## config.mk

```make
export PLATFORM = sky130hd
export DESIGN_NAME = ude_dma_ctrl
export DESIGN_NICKNAME = d
export VERILOG_FILES = /design/src/rtl/ude_pkg.sv /design/src/rtl/ude_dma_ctrl.sv
export SDC_FILE = /design/constraint.sdc
export NUM_CORES = 1
export LEC_CHECK = 0
export ABC_AREA = 1
export BUFFER_PORTS_ARGS = -buffer_cell sky130_fd_sc_hd__buf_2
export CORE_MARGIN = 4
export CORE_UTILIZATION = 52
export CTS_CLUSTER_DIAMETER = 100
export CTS_CLUSTER_SIZE = 24
export DETAILED_ROUTE_END_ITERATION = 10
export GPL_ROUTABILITY_DRIVEN = 0
export PLACE_DENSITY = 0.76
export SLEW_MARGIN = 30
export SYNTH_ARGS = -nofsm -noshare
export SYNTH_HDL_FRONTEND = slang
export SYNTH_SLANG_ARGS = --single-unit
```

## constraint.sdc

```tcl
create_clock -name clk_sys -period 2.73 [get_ports clk_sys]
set_clock_uncertainty 0.15 [all_clocks]
set_input_delay 0.273 -clock clk_sys [delete_from_list [all_inputs] [get_ports clk_sys]]
set_output_delay 0.273 -clock clk_sys [all_outputs]
set_load 0.02 [all_outputs]
```

## src/rtl/ude_pkg.sv

```systemverilog
// Purpose: Shared constants and types for the endpoint DMA transfer control
// Assumes: Byte-wide DMA data bus, one clock domain
// Notes: Pin inputs are active high at this boundary
package ude_pkg;
    localparam int DATA_W = 8;
    localparam int CNT_W = 16;
    localparam int FIFO_DEPTH = 8;
    localparam int PKT_W = 10;
    localparam int BURST_W = 5;
    localparam logic [3:0] EP_IDX_MIN = 4'h2;
    localparam logic [3:0] EP_IDX_MAX = 4'hf;
    localparam logic [CNT_W-1:0] CNT_RESET = 16'h0000;
    localparam logic [CNT_W-1:0] CNT_LAST = 16'h0001;
    localparam int PIN_N = 4;
    localparam int PIN_ACK = 0;
    localparam int PIN_EOT = 1;
    localparam int PIN_RD = 2;
    localparam int PIN_WR = 3;

    typedef struct packed {
        logic short_pkt;
        logic last;
        logic [DATA_W-1:0] data;
    } ude_beat_type;

    typedef struct packed {
        logic ack_only;
        logic counter_eot_en;
        logic short_eot_en;
        logic iso;
        logic burst;
        logic [BURST_W-1:0] burst_len;
        logic [3:0] ep_idx;
        logic dir_in;
        logic [PKT_W-1:0] max_pkt;
    } ude_cfg_type;

    typedef enum logic [1:0] {
        ST_IDLE = 2'b00,
        ST_REQ = 2'b01,
        ST_XFER = 2'b11,
        ST_DONE = 2'b10
    } ude_state_type;

    typedef enum logic [2:0] {
        CAUSE_NONE = 3'h0,
        CAUSE_EXT = 3'h1,
        CAUSE_COUNT = 3'h2,
        CAUSE_SHORT = 3'h3,
        CAUSE_EOP = 3'h4,
        CAUSE_DISABLE = 3'h5
    } ude_cause_type;
endpackage : ude_pkg

```

## src/rtl/ude_dma_ctrl.sv

```systemverilog
// Purpose: DMA request, acknowledge and end-of-transfer control for one endpoint
// Assumes: Endpoint buffers sit behind the ep_rx/ep_tx streams
// Notes: Pins pass two flops before use
// Function
// RULE1: Ack-only select bit chooses acknowledge-only mode, else separate-strobe mode.
// RULE2: In ack-only mode acknowledge is the data strobe; read/write strobes ignored.
// RULE3: Device raises request; controller acknowledges and may end via end_of_transfer.
// RULE4: Bulk ends on external eot, count, short packet, or enable cleared.
// RULE5: External eot on OUT stops DMA and discards current buffer data.
// RULE6: Eot on IN stops DMA and sends the held packet, even if short.
// RULE7: Sixteen-bit byte count; count termination only with counter eot enable.
// RULE8: Enable rise loads counter; completing the count ends the transfer.
// RULE9: Short-packet mode on OUT stops after the short packet's last byte.
// RULE10: On IN short-packet mode ends when count hits zero mid-buffer.
// RULE11: Clearing enable stops the transfer without an interrupt.
// RULE12: Iso ends on external eot, count, end-of-packet, or enable cleared.
// RULE13: Firmware should pick iso termination sources per direction as recommended.
// RULE14: Endpoint index 0010..1111 selects endpoint; direction bit gives read/write.
// RULE15: Request drops after each beat in single mode, after burst end in burst.
// RULE16: One DMA endpoint; acknowledge selects it regardless of register access.
// RULE17: After termination request stays low until enable is set again.
`timescale 1ns/10ps
module ude_fifo #(
    parameter int W = 10,
    parameter int DEPTH = 8
) (
    input wire logic clk_sys,
    input wire logic arst_n,
    input wire logic ce,
    input wire logic flush,
    input wire logic in_valid,
    input wire logic [W-1:0] in_data,
    output logic in_ready,
    output logic out_valid,
    output logic [W-1:0] out_data,
    input wire logic out_ready
);
    localparam int AW = $clog2(DEPTH);
    localparam logic [AW:0] FULL_CNT = (AW+1)'(DEPTH);
    if (DEPTH < 2 || (1 << AW) != DEPTH) begin : g_bad_depth
        $error("ude_fifo depth: power of two >= 2");
    end
    logic [W-1:0] mem_r [DEPTH];
    logic [AW-1:0] wr_ptr_r;
    logic [AW-1:0] rd_ptr_r;
    logic [AW:0] cnt_r;
    logic push;
    logic pop;
    assign push = in_valid && in_ready;
    assign pop = out_valid && out_ready;
    assign in_ready = cnt_r != FULL_CNT;
    assign out_valid = cnt_r != '0;
    assign out_data = mem_r[rd_ptr_r];
    always_ff @(posedge clk_sys) begin
        if (ce && push) begin
            mem_r[wr_ptr_r] <= in_data;
        end
    end
    always_ff @(posedge clk_sys or negedge arst_n) begin
        if (!arst_n) begin
            wr_ptr_r <= '0;
            rd_ptr_r <= '0;
            cnt_r <= '0;
        end else if (ce) begin
            if (flush) begin
                wr_ptr_r <= '0;
                rd_ptr_r <= '0;
                cnt_r <= '0;
            end else begin
                if (push) begin
                    wr_ptr_r <= wr_ptr_r + 1'b1;
                end
                if (pop) begin
                    rd_ptr_r <= rd_ptr_r + 1'b1;
                end
                if (push && !pop) begin
                    cnt_r <= cnt_r + 1'b1;
                end else if (pop && !push) begin
                    cnt_r <= cnt_r - 1'b1;
                end
            end
        end
    end
endmodule : ude_fifo
module ude_dma_ctrl #(
    parameter int DEPTH = ude_pkg::FIFO_DEPTH
) (
    input wire logic clk_sys,
    input wire logic arst_n,
    input wire logic ce,
    input wire ude_pkg::ude_cfg_type cfg,
    input wire logic dma_enable,
    input wire logic [ude_pkg::CNT_W-1:0] byte_count,
    input wire logic dma_acknowledge,
    input wire logic end_of_transfer,
    input wire logic read_strobe,
    input wire logic write_strobe,
    input wire logic [ude_pkg::DATA_W-1:0] dma_data_in,
    output logic [ude_pkg::DATA_W-1:0] dma_data_out,
    output logic dma_data_oe,
    output logic dma_request,
    input wire logic ep_rx_valid,
    input wire ude_pkg::ude_beat_type ep_rx_beat,
    output logic ep_rx_ready,
    output logic ep_tx_valid,
    output ude_pkg::ude_beat_type ep_tx_beat,
    input wire logic ep_tx_ready,
    input wire logic usb_eop,
    output logic [3:0] dma_ep_select,
    output logic dma_ep_select_valid,
    output logic ep_discard,
    output logic ep_validate,
    output logic term_irq,
    output ude_pkg::ude_cause_type term_cause,
    output logic dma_active,
    output logic [ude_pkg::CNT_W-1:0] count_left
);
    localparam int BW = $bits(ude_pkg::ude_beat_type);
    if (DEPTH < 2) begin : g_bad_depth
        $error("ude_dma_ctrl depth < 2");
    end
    function automatic logic idx_ok(input logic [3:0] idx);
        return idx >= ude_pkg::EP_IDX_MIN && idx <= ude_pkg::EP_IDX_MAX;
    endfunction : idx_ok
    logic [ude_pkg::PIN_N-1:0] pin_s1_r;
    logic [ude_pkg::PIN_N-1:0] pin_s2_r;
    logic [ude_pkg::PIN_N-1:0] pin_prev_r;
    logic [ude_pkg::DATA_W-1:0] data_s1_r;
    logic [ude_pkg::DATA_W-1:0] data_s2_r;
    logic [ude_pkg::DATA_W-1:0] data_prev_r;
    logic [ude_pkg::PIN_N-1:0] pin_raw;
    logic [ude_pkg::PIN_N-1:0] pin_fall;
    logic [ude_pkg::PIN_N-1:0] pin_rise;
    assign pin_raw = {write_strobe, read_strobe, end_of_transfer, dma_acknowledge};
    always_ff @(posedge clk_sys or negedge arst_n) begin
        if (!arst_n) begin
            pin_s1_r <= '0;
            pin_s2_r <= '0;
            pin_prev_r <= '0;
            data_s1_r <= '0;
            data_s2_r <= '0;
            data_prev_r <= '0;
        end else if (ce) begin
            pin_s1_r <= pin_raw;
            pin_s2_r <= pin_s1_r;
            pin_prev_r <= pin_s2_r;
            data_s1_r <= dma_data_in;
            data_s2_r <= data_s1_r;
            data_prev_r <= data_s2_r;
        end
    end
    for (genvar gi = 0; gi < ude_pkg::PIN_N; gi++) begin : g_edge
        assign pin_rise[gi] = pin_s2_r[gi] && !pin_prev_r[gi];
        assign pin_fall[gi] = !pin_s2_r[gi] && pin_prev_r[gi];
    end
    ude_pkg::ude_state_type state_r;
    ude_pkg::ude_state_type state_nxt;
    ude_pkg::ude_cause_type cause_nxt;
    logic ack_lvl;
    logic strobe_lvl;
    logic xfer;
    logic active;
    logic en_prev_r;
    logic en_rise;
    logic hold_r;
    logic [ude_pkg::BURST_W-1:0] beat_r;
    logic [ude_pkg::CNT_W-1:0] cnt_r;
    logic [ude_pkg::PKT_W-1:0] pos_r;
    logic burst_end;
    logic term;
    logic fifo_flush;
    logic fifo_in_valid;
    ude_pkg::ude_beat_type fifo_in_data;
    logic fifo_in_ready;
    logic fifo_out_valid;
    ude_pkg::ude_beat_type fifo_out_data;
    logic fifo_out_ready;
    logic have_room;
    assign ack_lvl = pin_s2_r[ude_pkg::PIN_ACK];
    assign active = state_r == ude_pkg::ST_REQ || state_r == ude_pkg::ST_XFER;
    assign en_rise = dma_enable && !en_prev_r;
    // Ack-only mode: strobe is the acknowledge itself; beat completes on its release
    always_comb begin
        if (cfg.ack_only) begin // [RULE1]
            strobe_lvl = ack_lvl; // [RULE2]
            xfer = active && pin_fall[ude_pkg::PIN_ACK];
        end else if (cfg.dir_in) begin // [RULE14]
            strobe_lvl = ack_lvl && pin_s2_r[ude_pkg::PIN_WR];
            xfer = active && ack_lvl && pin_fall[ude_pkg::PIN_WR];
        end else begin
            strobe_lvl = ack_lvl && pin_s2_r[ude_pkg::PIN_RD];
            xfer = active && ack_lvl && pin_fall[ude_pkg::PIN_RD];
        end
    end
    // Bus data is taken from the cycle before the strobe fell, while still held
    assign fifo_in_valid = cfg.dir_in ? xfer : ep_rx_valid;
    assign fifo_in_data = cfg.dir_in ? ude_pkg::ude_beat_type'{short_pkt: 1'b0, last: 1'b0,
                                                               data: data_prev_r} : ep_rx_beat;
    assign ep_rx_ready = fifo_in_ready && !cfg.dir_in;
    assign fifo_out_ready = cfg.dir_in ? ep_tx_ready : xfer;
    assign ep_tx_valid = fifo_out_valid && cfg.dir_in;
    assign ep_tx_beat = fifo_out_data;
    assign have_room = cfg.dir_in ? fifo_in_ready : fifo_out_valid;
    ude_fifo #(.W(BW), .DEPTH(DEPTH)) u_fifo (
        .clk_sys(clk_sys),
        .arst_n(arst_n),
        .ce(ce),
        .flush(fifo_flush),
        .in_valid(fifo_in_valid),
        .in_data(fifo_in_data),
        .in_ready(fifo_in_ready),
        .out_valid(fifo_out_valid),
        .out_data(fifo_out_data),
        .out_ready(fifo_out_ready)
    );
    // Termination decode, disable first so no interrupt is raised for it
    always_comb begin
        cause_nxt = ude_pkg::CAUSE_NONE;
        if (active) begin
            if (!dma_enable) begin
                cause_nxt = ude_pkg::CAUSE_DISABLE; // [RULE4] [RULE11] [RULE12]
            end else if (pin_rise[ude_pkg::PIN_EOT]) begin
                cause_nxt = ude_pkg::CAUSE_EXT; // [RULE3] [RULE4] [RULE12]
            end else if (cfg.counter_eot_en && xfer && cnt_r == ude_pkg::CNT_LAST) begin
                cause_nxt = ude_pkg::CAUSE_COUNT; // [RULE7] [RULE8]
            end else if (!cfg.iso && cfg.short_eot_en && xfer && !cfg.dir_in
                         && fifo_out_data.last && fifo_out_data.short_pkt) begin
                cause_nxt = ude_pkg::CAUSE_SHORT; // [RULE9]
            end else if (!cfg.iso && cfg.short_eot_en && xfer && cfg.dir_in
                         && cnt_r == ude_pkg::CNT_LAST
                         && pos_r != cfg.max_pkt - 1'b1) begin
                cause_nxt = ude_pkg::CAUSE_SHORT; // [RULE10]
            end else if (cfg.iso && usb_eop) begin
                cause_nxt = ude_pkg::CAUSE_EOP; // [RULE12]
            end
        end
    end
    assign term = cause_nxt != ude_pkg::CAUSE_NONE;
    assign fifo_flush = ce && cause_nxt == ude_pkg::CAUSE_EXT && !cfg.dir_in; // [RULE5]
    always_comb begin
        state_nxt = state_r;
        case (state_r)
            ude_pkg::ST_IDLE: begin
                if (en_rise && idx_ok(cfg.ep_idx)) begin // [RULE14]
                    state_nxt = ude_pkg::ST_REQ;
                end
            end
            ude_pkg::ST_REQ: begin
                if (cause_nxt == ude_pkg::CAUSE_DISABLE) begin
                    state_nxt = ude_pkg::ST_IDLE;
                end else if (term) begin
                    state_nxt = ude_pkg::ST_DONE;
                end else if (ack_lvl) begin
                    state_nxt = ude_pkg::ST_XFER;
                end
            end
            ude_pkg::ST_XFER: begin
                if (cause_nxt == ude_pkg::CAUSE_DISABLE) begin
                    state_nxt = ude_pkg::ST_IDLE;
                end else if (term) begin
                    state_nxt = ude_pkg::ST_DONE;
                end else if (!ack_lvl) begin
                    state_nxt = ude_pkg::ST_REQ;
                end
            end
            ude_pkg::ST_DONE: begin
                if (!dma_enable) begin // [RULE17]
                    state_nxt = ude_pkg::ST_IDLE;
                end
            end
            default: begin
                state_nxt = ude_pkg::ST_IDLE;
            end
        endcase
    end
    always_ff @(posedge clk_sys or negedge arst_n) begin
        if (!arst_n) begin
            state_r <= ude_pkg::ST_IDLE;
            en_prev_r <= 1'b0;
        end else if (ce) begin
            state_r <= state_nxt;
            en_prev_r <= dma_enable;
        end
    end
    always_ff @(posedge clk_sys or negedge arst_n) begin
        if (!arst_n) begin
            cnt_r <= ude_pkg::CNT_RESET;
            pos_r <= '0;
        end else if (ce) begin
            if (en_rise) begin
                cnt_r <= byte_count; // [RULE8]
                pos_r <= '0;
            end else if (xfer) begin
                if (cnt_r != ude_pkg::CNT_RESET) begin
                    cnt_r <= cnt_r - ude_pkg::CNT_LAST;
                end
                pos_r <= (pos_r == cfg.max_pkt - 1'b1) ? '0 : pos_r + 1'b1;
            end
        end
    end
    // Request pacing; the hold clears only when acknowledge is released
    assign burst_end = !cfg.burst || beat_r == cfg.burst_len - 1'b1;
    always_ff @(posedge clk_sys or negedge arst_n) begin
        if (!arst_n) begin
            hold_r <= 1'b0;
            beat_r <= '0;
        end else if (ce) begin
            if (xfer && burst_end) begin
                hold_r <= 1'b1; // [RULE15]
                beat_r <= '0;
            end else if (xfer) begin
                beat_r <= beat_r + 1'b1;
            end else if (!ack_lvl) begin
                hold_r <= 1'b0;
            end
            if (!active) begin
                beat_r <= '0;
            end
        end
    end
    always_ff @(posedge clk_sys or negedge arst_n) begin
        if (!arst_n) begin
            dma_request <= 1'b0;
        end else if (ce) begin
            dma_request <= !term && active && have_room && !hold_r
                           && !(xfer && burst_end)
                           && state_nxt != ude_pkg::ST_DONE; // [RULE3] [RULE15] [RULE17]
        end
    end
    always_ff @(posedge clk_sys or negedge arst_n) begin
        if (!arst_n) begin
            dma_data_out <= '0;
            dma_data_oe <= 1'b0;
        end else if (ce) begin
            dma_data_out <= fifo_out_data.data;
            dma_data_oe <= active && !cfg.dir_in && strobe_lvl && fifo_out_valid;
        end
    end
    always_ff @(posedge clk_sys or negedge arst_n) begin
        if (!arst_n) begin
            dma_ep_select <= '0;
            dma_ep_select_valid <= 1'b0;
        end else if (ce) begin
            dma_ep_select <= cfg.ep_idx; // [RULE16]
            dma_ep_select_valid <= ack_lvl && idx_ok(cfg.ep_idx);
        end
    end
    always_ff @(posedge clk_sys or negedge arst_n) begin
        if (!arst_n) begin
            ep_discard <= 1'b0;
            ep_validate <= 1'b0;
            term_irq <= 1'b0;
            term_cause <= ude_pkg::CAUSE_NONE;
            dma_active <= 1'b0;
            count_left <= ude_pkg::CNT_RESET;
        end else if (ce) begin
            ep_discard <= cause_nxt == ude_pkg::CAUSE_EXT && !cfg.dir_in; // [RULE5]
            ep_validate <= term && cause_nxt != ude_pkg::CAUSE_DISABLE
                           && cfg.dir_in; // [RULE6]
            term_irq <= term && cause_nxt != ude_pkg::CAUSE_DISABLE; // [RULE11]
            if (term) begin
                term_cause <= cause_nxt;
            end else if (en_rise) begin
                term_cause <= ude_pkg::CAUSE_NONE;
            end
            dma_active <= state_nxt == ude_pkg::ST_REQ || state_nxt == ude_pkg::ST_XFER;
            count_left <= cnt_r;
        end
    end
endmodule : ude_dma_ctrl

```

======== After elaboration in Yosys (flattened, before gate mapping) ========
Memories as Yosys holds them, arrays and structs flattened.
Index checks and enable logic that the tools add are counted.
word-level totals
  input bits .............................. 70
  flip-flop bits (word level) ............. 119
  memories ................................ 1
  RAM bits ................................ 80
  word-level logic and storage cells ...... 182
  output and inout bits ................... 50
operators by class
  $add $sub $neg .......................... 9
  mux-type cells .......................... 47
  magnitude comparators ................... 2
  eq/ne operators ......................... 17
  reduce and logical (&&, ||, !) cells .... 80
memory list
  memory        depth  width  read ports  clocked after Yosys merged registers in  wr ports  line                RTL
  u_fifo.mem_r  8      10     1           0                                        1         ude_dma_ctrl.sv:43  logic [W-1:0] mem_r [DEPTH];
operators by type and width
  operator                                             number
  two-way mux 16 bit                                   3
  logical AND 1 bit                                    46
  two-way mux 10 bit                                   4
  two-way mux 3 bit                                    13
  == test 16 x 1 -> 1 bit (second input constant)      1
  two-way mux 2 bit                                    8
  nonzero test 16 bit                                  1
  subtractor 16 x 1 -> 16 bit (second input constant)  1
  two-way mux 5 bit                                    3
  zero test 1 bit                                      13
  two-way mux 1 bit                                    12
  two-way mux 4 bit                                    3
  AND reduction 2 bit                                  6
  adder 10 x 1 -> 10 bit (second input constant)       1
  == test 10 bit                                       1
  != test 10 bit                                       1
  nonzero test 2 bit                                   5
  subtractor 10 x 1 -> 10 bit (second input constant)  1
  one-hot mux 2 bit (4 select lines)                   1
  adder 3 x 1 -> 3 bit (second input constant)         2
  == test 2 bit (second input constant)                3
  AND reduction 3 bit                                  2
  nonzero test 3 bit                                   2
  adder 5 x 1 -> 5 bit (second input constant)         1
  other kinds (17)                                     21

======== Depth between registers and ports, before layout ========
Gate-level depths: netlist (run 1).
  depth after elaboration ................. 23
  mapped depth ............................ 18
  gate-level depth less buffers ........... 18

======== Cells and area by module ========
From an unflattened synthesis (run 1), not the netlist that was laid out.
second synthesis, totals
  cells, all modules ...................... 1067
  area, all modules ....................... 9486.6 um^2
modules (own cells, without submodules)
  module        times used  cells each  sequential area each (um^2)  area each (um^2)
  ude_dma_ctrl  1           731         2727.6                       5592.9
  ude_fifo      1           336         2652.5                       3893.7

======== Worst setup path after synthesis (run 1) ========
Ideal clock, no wire load.
  path type ............................... reg2reg
  start point ............................. register u_fifo.cnt_r[0]
  end point ............................... memory u_fifo.mem_r[5][0] (enable)
  path slack .............................. -0.040 ns
  clock period less this slack ............ 2.770 ns
  data required time ...................... 2.190 ns
  arrival time ............................ 2.230 ns
  library setup time ...................... 0.390 ns
  buffers on the path ..................... 0
  cell stages (with the launch flop) ...... 11
  cells stage by stage .................... dfrtp_1 nor2_1 inv_1 nor3_1 nor2_1 a21oi_1 nor2_1 inv_1 nor2_1 inv_1 nor3_1
on the way
  word-level cells in the longest chain between the ends .. 5
ends and longest elaborated chain
  item                                     line                RTL
  start, declared                          ude_dma_ctrl.sv:46  logic [AW:0] cnt_r;
  start signal, assigned                   ude_dma_ctrl.sv:77  cnt_r <= cnt_r + 1'b1;
  start signal, assigned                   ude_dma_ctrl.sv:79  cnt_r <= cnt_r - 1'b1;
  != test 4 bit                            ude_dma_ctrl.sv:51  assign in_ready = cnt_r != FULL_CNT;
  logical AND 1 bit                        ude_dma_ctrl.sv:49  assign push = in_valid && in_ready;
  logical AND 1 bit                        ude_dma_ctrl.sv:55  if (ce && push) begin
  two-way mux 1 bit                        ude_dma_ctrl.sv:55
  two-way mux 1 bit (implied by the code)  ude_dma_ctrl.sv:56  mem_r[wr_ptr_r] <= in_data;
  end, declared                            ude_dma_ctrl.sv:43
No other way between the ends.

======== Worst setup path after layout (run 1) ========
  start point ............................. register u_fifo.cnt_r[0]
  end point ............................... register u_fifo.cnt_r[3]
on the way
  word-level cells in the longest chain between the ends .. 6
  elaborated cells on any way between the ends .. 15
  those cells by class .................... add/sub (2); eq/ne (1); mux (3); reduce/logical (9)
ends and longest elaborated chain
  item
  parallel branches: the longest is 6 deep, another holds subtractor 4 x 1 -> 4 bit
Parallel ways; which one is timed is not known. The select of a mux whose other input is x is not followed.
A chain may end at the register's enable or synchronous reset.

==> results.txt, run 1 <==
status: complete, no violations
Mapped Cells: 1,025
First-pass DRT Iterations: 5
largest net degree at the start of global routing: 86
CP endpoint kind: flop
antenna violations before repair: 0
worst rel slew slack: 40.7%
Initial Util: 53.4%
Synth Area per Inst: 9.08 um2
IO buf count: 119
Multi-input gate area: 3430 um2
CTS clk-pin slew, worst paths: 0.07 ns
number of vias per cell: 5.24
crit-path most repeated cell: xor2_1
core region area: 17,400 um2
vias: 7,495
Max IR drop VDD: 0.484 mV
gr usage total: 22.6%
CP max-delay cell: dfrtp_1
ys async rst share: 59.8%
Crit path largest cell delay: 0.41 ns
RR Endpoint: u_fifo.cnt_r[3]$_DFFE_PN0P_
fin crit period: 2.57 ns
H-tree depth: 4
worst setup path end: u_fifo.cnt_r[3]$_DFFE_PN0P_
Skew-Pair Late Insertion Delay: 0.43 ns
register area share after synthesis: 57.8%
Clk network pwr share: 23.9%
cell area after synthesis: 9310 um2
synthesized flop and latch total: 199
CTS tree: built
post-route setup TNS: 0 ns
worst endpoint required time: 2.89 ns
type of origin of the critical path: flop
fmax: 389 MHz
clock buffer count from CTS: 17
Post-Layout Cell Count: 1,430
kind of critical path: flop to flop
combinational share of power: 34.6%
DRT iter0 DRCs: 563
post-route ant nets: 0
CP cell instances: nor2_1 -> inv_1 -> nor3_4 -> or2_2 -> nor2_2 -> a21oi_2 -> nand2_4 -> ha_1 -> nand3_1 -> nand2_1 -> xor2_1 -> xor2_1 -> o22ai_1
fill count: 1,407
share of cells above drive strength 1: 19.6%
Setup violations, final: 0
final hold violation count: 0
routed len/inst: 15.4 um
RR Startpoint: u_fifo.cnt_r[0]$_DFFE_PN0P_
Yosys cell types: 48
Flop pwr share: 41.4%
internal power: 6.04 mW
P_leak: 5.11 nW
DRC Markers: 0
Die Ht: 142 um
worst hold path class: input port to flop
Tightest Pin Transition: 0.889 ns
crit share post-route: 94.2%
synth-to-layout area growth: 20.2%
DP Cell Count: 1,369
Final #Nets: 1,272
num rows: 48
Syn Nets: 1,106
FF+latch area: 5380 um2
clock root buffer: clkbuf_16
P_sw: 3.78 mW
critical-path maximum fanout: 5
DP HPWL: 15,500 um
r2r setup slk: 0.16 ns
vias in the first global route: 7,370
WL final: 22,000 um
die footprint: 20,100 um2
maxcap violations: 0
Ys Warns: 0
power per cell area: 878 nW/um2
Most used DFF post-synth: dfrtp_1
io pins: 120
pins over their slew limit: 0
grt ovf: 0
Reg2Reg Depth: 13
post-layout util: 64.2%
Data arrival, critical path: 2.73 ns
crit path from: u_fifo.cnt_r[0]$_DFFE_PN0P_
first-pass GRT wire length: 36,100 um
maximum clock insertion buffer count: 2
number of synthesized flops with an enable pin: 80
Die Wd: 142 um
clk sinks: 199
switching share of power: 38.5%
==> cells by family after synthesis <==
family                   share of synthesized area [%]
AND/OR/NAND/NOR                                   20.4
AO/OA/AOI/OAI                                     12.2
flip-flops                                        57.8
buffers and inverters                             5.70
XOR/XNOR                                          2.35
adder cells (fa/ha/maj)                           1.56
==> synthesized netlist by cell type (2+ instances only) <==
| master | n | share of area [%] |
|---|---|---|
| dfrtp_1 | 119 | 32 |
| nor3_1 | 14 | 0.75 |
| nor2_1 | 126 | 5.1 |
| nor2_4 | 2 | 0.24 |
| nand4_1 | 4 | 0.27 |
| buf_1 | 4 | 0.16 |
| o21ai_0 | 123 | 6.6 |
| clkbuf_1 | 24 | 0.97 |
| a31oi_1 | 11 | 0.74 |
| nand2_4 | 2 | 0.24 |
| o21ai_1 | 9 | 0.48 |
| o31ai_1 | 2 | 0.16 |
| nor2_2 | 10 | 0.67 |
| a211oi_1 | 2 | 0.16 |
| xnor2_1 | 6 | 0.56 |
| o22ai_1 | 22 | 1.5 |
| inv_2 | 11 | 0.44 |
| nand2_2 | 3 | 0.20 |
| or2_2 | 3 | 0.20 |
| buf_2 | 7 | 0.38 |
| nand3_2 | 4 | 0.43 |
| nand3_1 | 29 | 1.6 |
| nand2_1 | 250 | 10 |
| edfxtp_1 | 80 | 26 |
| ha_1 | 10 | 1.3 |
| o211ai_1 | 5 | 0.40 |
| xor2_1 | 19 | 1.8 |
| o221ai_1 | 2 | 0.19 |
| inv_1 | 90 | 3.6 |
| nor4_1 | 2 | 0.13 |
| a21oi_1 | 13 | 0.70 |
==> stage by stage <==
step / hold WS (ns) / instance area (um2) / worst slack [ns] / power, mW
2_1_floorplan: -0.173 / 9310 / 0.0900 / 6.34
3_3_place_gp: 0.126 / 10300 / 0.151 / 7.32
3_5_place_dp: 0.118 / 10300 / 0.0468 / 7.43
4_1_cts: 0.0182 / 11200 / 0.0141 / 9.82
5_1_grt: 0.0319 / 11200 / -0.00259 / 10.5
6_report: 0.0221 / 11200 / 0.160 / 9.82
==> power groups by stage <==
stage | registers, mW | logic (mW) | clock network [mW]
after floorplan | 4.26 | 2.08 | 0
after global placement | 4.09 | 3.23 | 0
after detailed placement | 4.10 | 3.33 | 0
after CTS | 4.06 | 3.38 | 2.38
after global routing | 4.14 | 3.82 | 2.52
final | 4.07 | 3.40 | 2.35
==> registers in the layout, summed over array words and instances (netlist names), 5 cells and up <==
name          flops
beat_r            5
cnt_r            16
count_left       16
data_prev_r       8
data_s1_r         8
data_s2_r         8
dma_data_out      8
pos_r            10
u_fifo.mem_r     80
==> placed cells by master, fill, tap and decap left out, drive strengths merged, types with 2 or more instances in the layout <==
master and count:
or2 4, buf 155, nor2 138, o211ai 5
nand3 33, nor3 15, clkinv 4, dlygate4sd3 28
xor2 19, nand4 5, o21ai 133, o31ai 3
nor4 2, o221ai 2, clkbuf 19, inv 109
edfxtp 80, a31oi 12, xnor2 6, a211oi 2
o22ai 22, nand2 255, a21oi 15, ha 10
dfrtp 119
==> worst max-delay path, delay by kind of cell, from the launching register on <==
family	cells	cell delay [ns]
compound gates	2	0.29
fa+ha+maj	1	0.36
flops	1	0.41
buf+inv	1	0.09
simple gates	7	0.77
xor+xnor	2	0.37
==> what timing repair did <==
| action | in CTS | in global routing |
|---|---|---|
| hold buffers | 28 | 0 |
| pin swaps | 0 | 0 |
| setup endpoints to repair | 2 | 10 |
| hold endpoints to repair | 63 | 0 |
| setup buffers | 0 | 0 |
| gates resized for setup | 1 | 9 |
==> layer usage <==
| layer | share of wire [%] | global-route usage (%) | vias to the layer above |
|---|---|---|---|
| li1 | - | - | 3721 |
| met2 | 50 | 38.6 | 229 |
| met4 | 2.6 | 8.84 | 0 |
| met5 | 0 | 0 | - |
| met1 | 41 | 28.3 | 3498 |
| met3 | 6.1 | 4.55 | 47 |
==> how the worst min path moves through the flow <==
| stage | startpoint | to | slack, ns | depth (start not counted) |
|---|---|---|---|---|
| final | cfg[24] | dma_data_oe$_DFFE_PN0P_ | 0.02 | 3 |
| after global routing | byte_count[0] | cnt_r[0]$_DFFE_PN0P_ | 0.03 | 5 |
| after CTS | cfg[24] | dma_data_oe$_DFFE_PN0P_ | 0.02 | 3 |
| after detailed placement | arst_n | count_left[11]$_DFFE_PN0P_ | 0.12 | 1 |
| after global placement | arst_n | count_left[14]$_DFFE_PN0P_ | 0.13 | 1 |
| after floorplan | arst_n | beat_r[0]$_DFFE_PN0P_ | -0.17 | 0 |
==> final cells by class <==
class | count | share of cell area [%]
antenna | 1 | 0.0224
clock buffer | 19 | 3.87
clock inverter | 13 | 1.02
inverter | 101 | 3.39
multi-input combinational | 689 | 30.6
sequential | 199 | 48.1
tap | 225 | 2.52
timing repair buffer | 183 | 10.4
Note: power is estimated with default switching activity, not from simulation.
==> inputs of run 2 (changes only) <==
- PLACE_DENSITY: 0.76 -> default
- PLACE_DENSITY_LB_ADDON: default -> 0.1
==> run 2 against run 1 <==
Die area unchanged; flip-flop and latch count unchanged; clock power up 9.4%; largest cell class unchanged; highest routed layer is now met5; non-clock buffer count up 2; core utilization up 0.37 points; via count down 1.2%.
==> results.txt, run 2 (synthesis gave the netlist of run 1 again) <==
status: complete, no violations
Hold WS: 0.0177 ns (-0.00440 ns)
Tot Pwr: 10.1 mW (+2.4%)
fin crit period: 2.58 ns (+0.00944 ns)
worst setup path end: ep_tx_beat[2]
Tightest Pin Transition: 0.910 ns (+0.0207 ns)
worst endpoint required time: 2.31 ns (-0.58 ns)
most common cell after layout, fill and taps aside: nand2_1
grt ovf: 0 (unchanged)
maximum clock insertion buffer count: 2 (unchanged)
Setup violations, final: 0 (unchanged)
kind of critical path: flop to output pin
clk sinks: 199 (unchanged)
core region area: 17,400 um2 (unchanged)
power per cell area: 894 nW/um2 (+1.8%)
post-route ant nets: 0 (unchanged)
io pins: 120 (unchanged)
worst hold path class: input port to flop
CTS tree: built
r2r setup slk: 0.20 ns (+0.04 ns)
die footprint: 20,100 um2 (unchanged)
num rows: 48 (unchanged)
final hold violation count: 0 (unchanged)
worst rel slew slack: 38.7% (-2.0 points)
synth-to-layout area growth: 20.9%
critical-path maximum fanout: 17 (+12)
max reg flops: 80 (unchanged)
crit path from: u_fifo.rd_ptr_r[1]$_DFFE_PN0P_
P_leak: 5.13 nW (+0.47%)
post-layout util: 64.6% (+0.37 points)
top flop regs: u_fifo.mem_r (80), cnt_r (16), count_left (16)
CTS clk-pin slew, worst paths: 0.07 ns (about the same)
antenna violations before repair: 3 (+3)
WL final: 22,200 um (+0.97%)
most frequent cells in the layout: 250 x nand2_1, 126 x nor2_1, 123 x o21ai_0
clock buffer count from CTS: 17 (unchanged)
Initial Util: 53.4% (unchanged)
Post-Layout Cell Count: 1,431 (+0.070%)
fill count: 1,490 (+5.9%)
IO buf count: 119 (unchanged)
Max IR drop VDD: 0.544 mV (+12%)
Final #Nets: 1,274 (+0.16%)
vias in the first global route: 7,303 (-0.91%)
First-pass DRT Iterations: 5 (unchanged)
Skew-Pair Late Insertion Delay: 0.43 ns (about the same)
postcts setup bufs: 0 (unchanged)
RR Startpoint: u_fifo.cnt_r[0]$_DFFE_PN0P_
Die Ht: 142 um (unchanged)
type of origin of the critical path: flop
routed len/inst: 15.5 um (+0.90%)
fmax: 388 MHz (-0.37%)
CP endpoint kind: output pin
Die Wd: 142 um (unchanged)
Biggest register: u_fifo.mem_r
RSZ-0062 raised after global routing: true
RR Endpoint: u_fifo.cnt_r[3]$_DFFE_PN0P_
Data arrival, critical path: 2.16 ns (-0.57 ns)
pins over their slew limit: 0 (unchanged)
DRC Markers: 0 (unchanged)
antenna cells: 0 (-1)
vias: 7,405 (-1.2%)
largest net degree at the start of global routing: 86 (unchanged)
crit share post-route: 94.5% (+0.35 points)
DP HPWL: 15,600 um (+0.68%)
H-tree depth: 4 (unchanged)
DRT iter0 DRCs: 421 (-25%)
DP Cell Count: 1,372 (+0.22%)
first-pass GRT wire length: 36,700 um (+1.8%)
gr usage total: 23.0% (+0.46 points)
share of cells above drive strength 1: 19.7% (+0.050 points)
maxcap violations: 0 (unchanged)
clock root buffer: clkbuf_16
number of vias per cell: 5.17 (-1.3%)
Reg2Reg Depth: 14 (+1)
## run 2: how the worst min path moves through the flow
stage	start	to	slack (ns)	depth (start not counted)
global placement	arst_n	pos_r[8]$_DFFE_PN0P_	0.09	1
floorplan	arst_n	beat_r[0]$_DFFE_PN0P_	-0.17	0
finish	byte_count[4]	cnt_r[4]$_DFFE_PN0P_	0.02	3
detailed placement	arst_n	pos_r[8]$_DFFE_PN0P_	0.09	1
global route	cfg[24]	dma_data_oe$_DFFE_PN0P_	0.05	3
CTS	byte_count[4]	cnt_r[4]$_DFFE_PN0P_	0.0008	3
## run 2: report_power, final
group | switching, mW | internal (mW)
sequential | 0.403 | 3.66
clock | 1.12 | 1.46
combinational | 2.22 | 1.20
total | 3.74 | 6.32
## run 2: final cells by class
| cell class | count | area, um2 | area share, % |
|---|---|---|---|
| clock inverter | 13 | 173 | 1.53 |
| multi-input combinational | 689 | 3420 | 30.4 |
| clock buffer | 19 | 433 | 3.85 |
| inverter | 101 | 382 | 3.39 |
| sequential | 199 | 5380 | 47.8 |
| timing repair buffer | 185 | 1180 | 10.5 |
| tap | 225 | 282 | 2.50 |
## run 2: stage by stage
step	setup WS, ns	cell area [um2]	setup TNS, ns
after global routing	-0.0396	11300	-0.0396
after floorplan	0.0900	9310	0
final	0.150	11300	0
after CTS	0.00408	11200	0
after global placement	0.262	10300	0
after detailed placement	0.192	10300	0
## run 2: per-layer routing
layer | GRT usage, % | part of all wire, %
met1 | 29.2 | 43
met2 | 40.4 | 51
met3 | 4.25 | 4.1
met4 | 6.77 | 1.7
met5 | 0 | 0.15
## run 2: timing repair
| action | CTS | global route |
|---|---|---|
| resized for setup | 4 | 4 |
| hold buffers | 27 | 0 |
| hold endpoints to repair | 55 | 0 |
| setup endpoints to repair | 3 | 8 |
## run 2: worst max-delay path: stages, from the launching register on
cell and delay (ns):
dfrtp_1 0.47, inv_1 0.12, buf_4 0.25, o21ai_0 0.12, o22ai_1 0.12, nor2_1 0.06, a31oi_1 0.34, buf_2 0.24
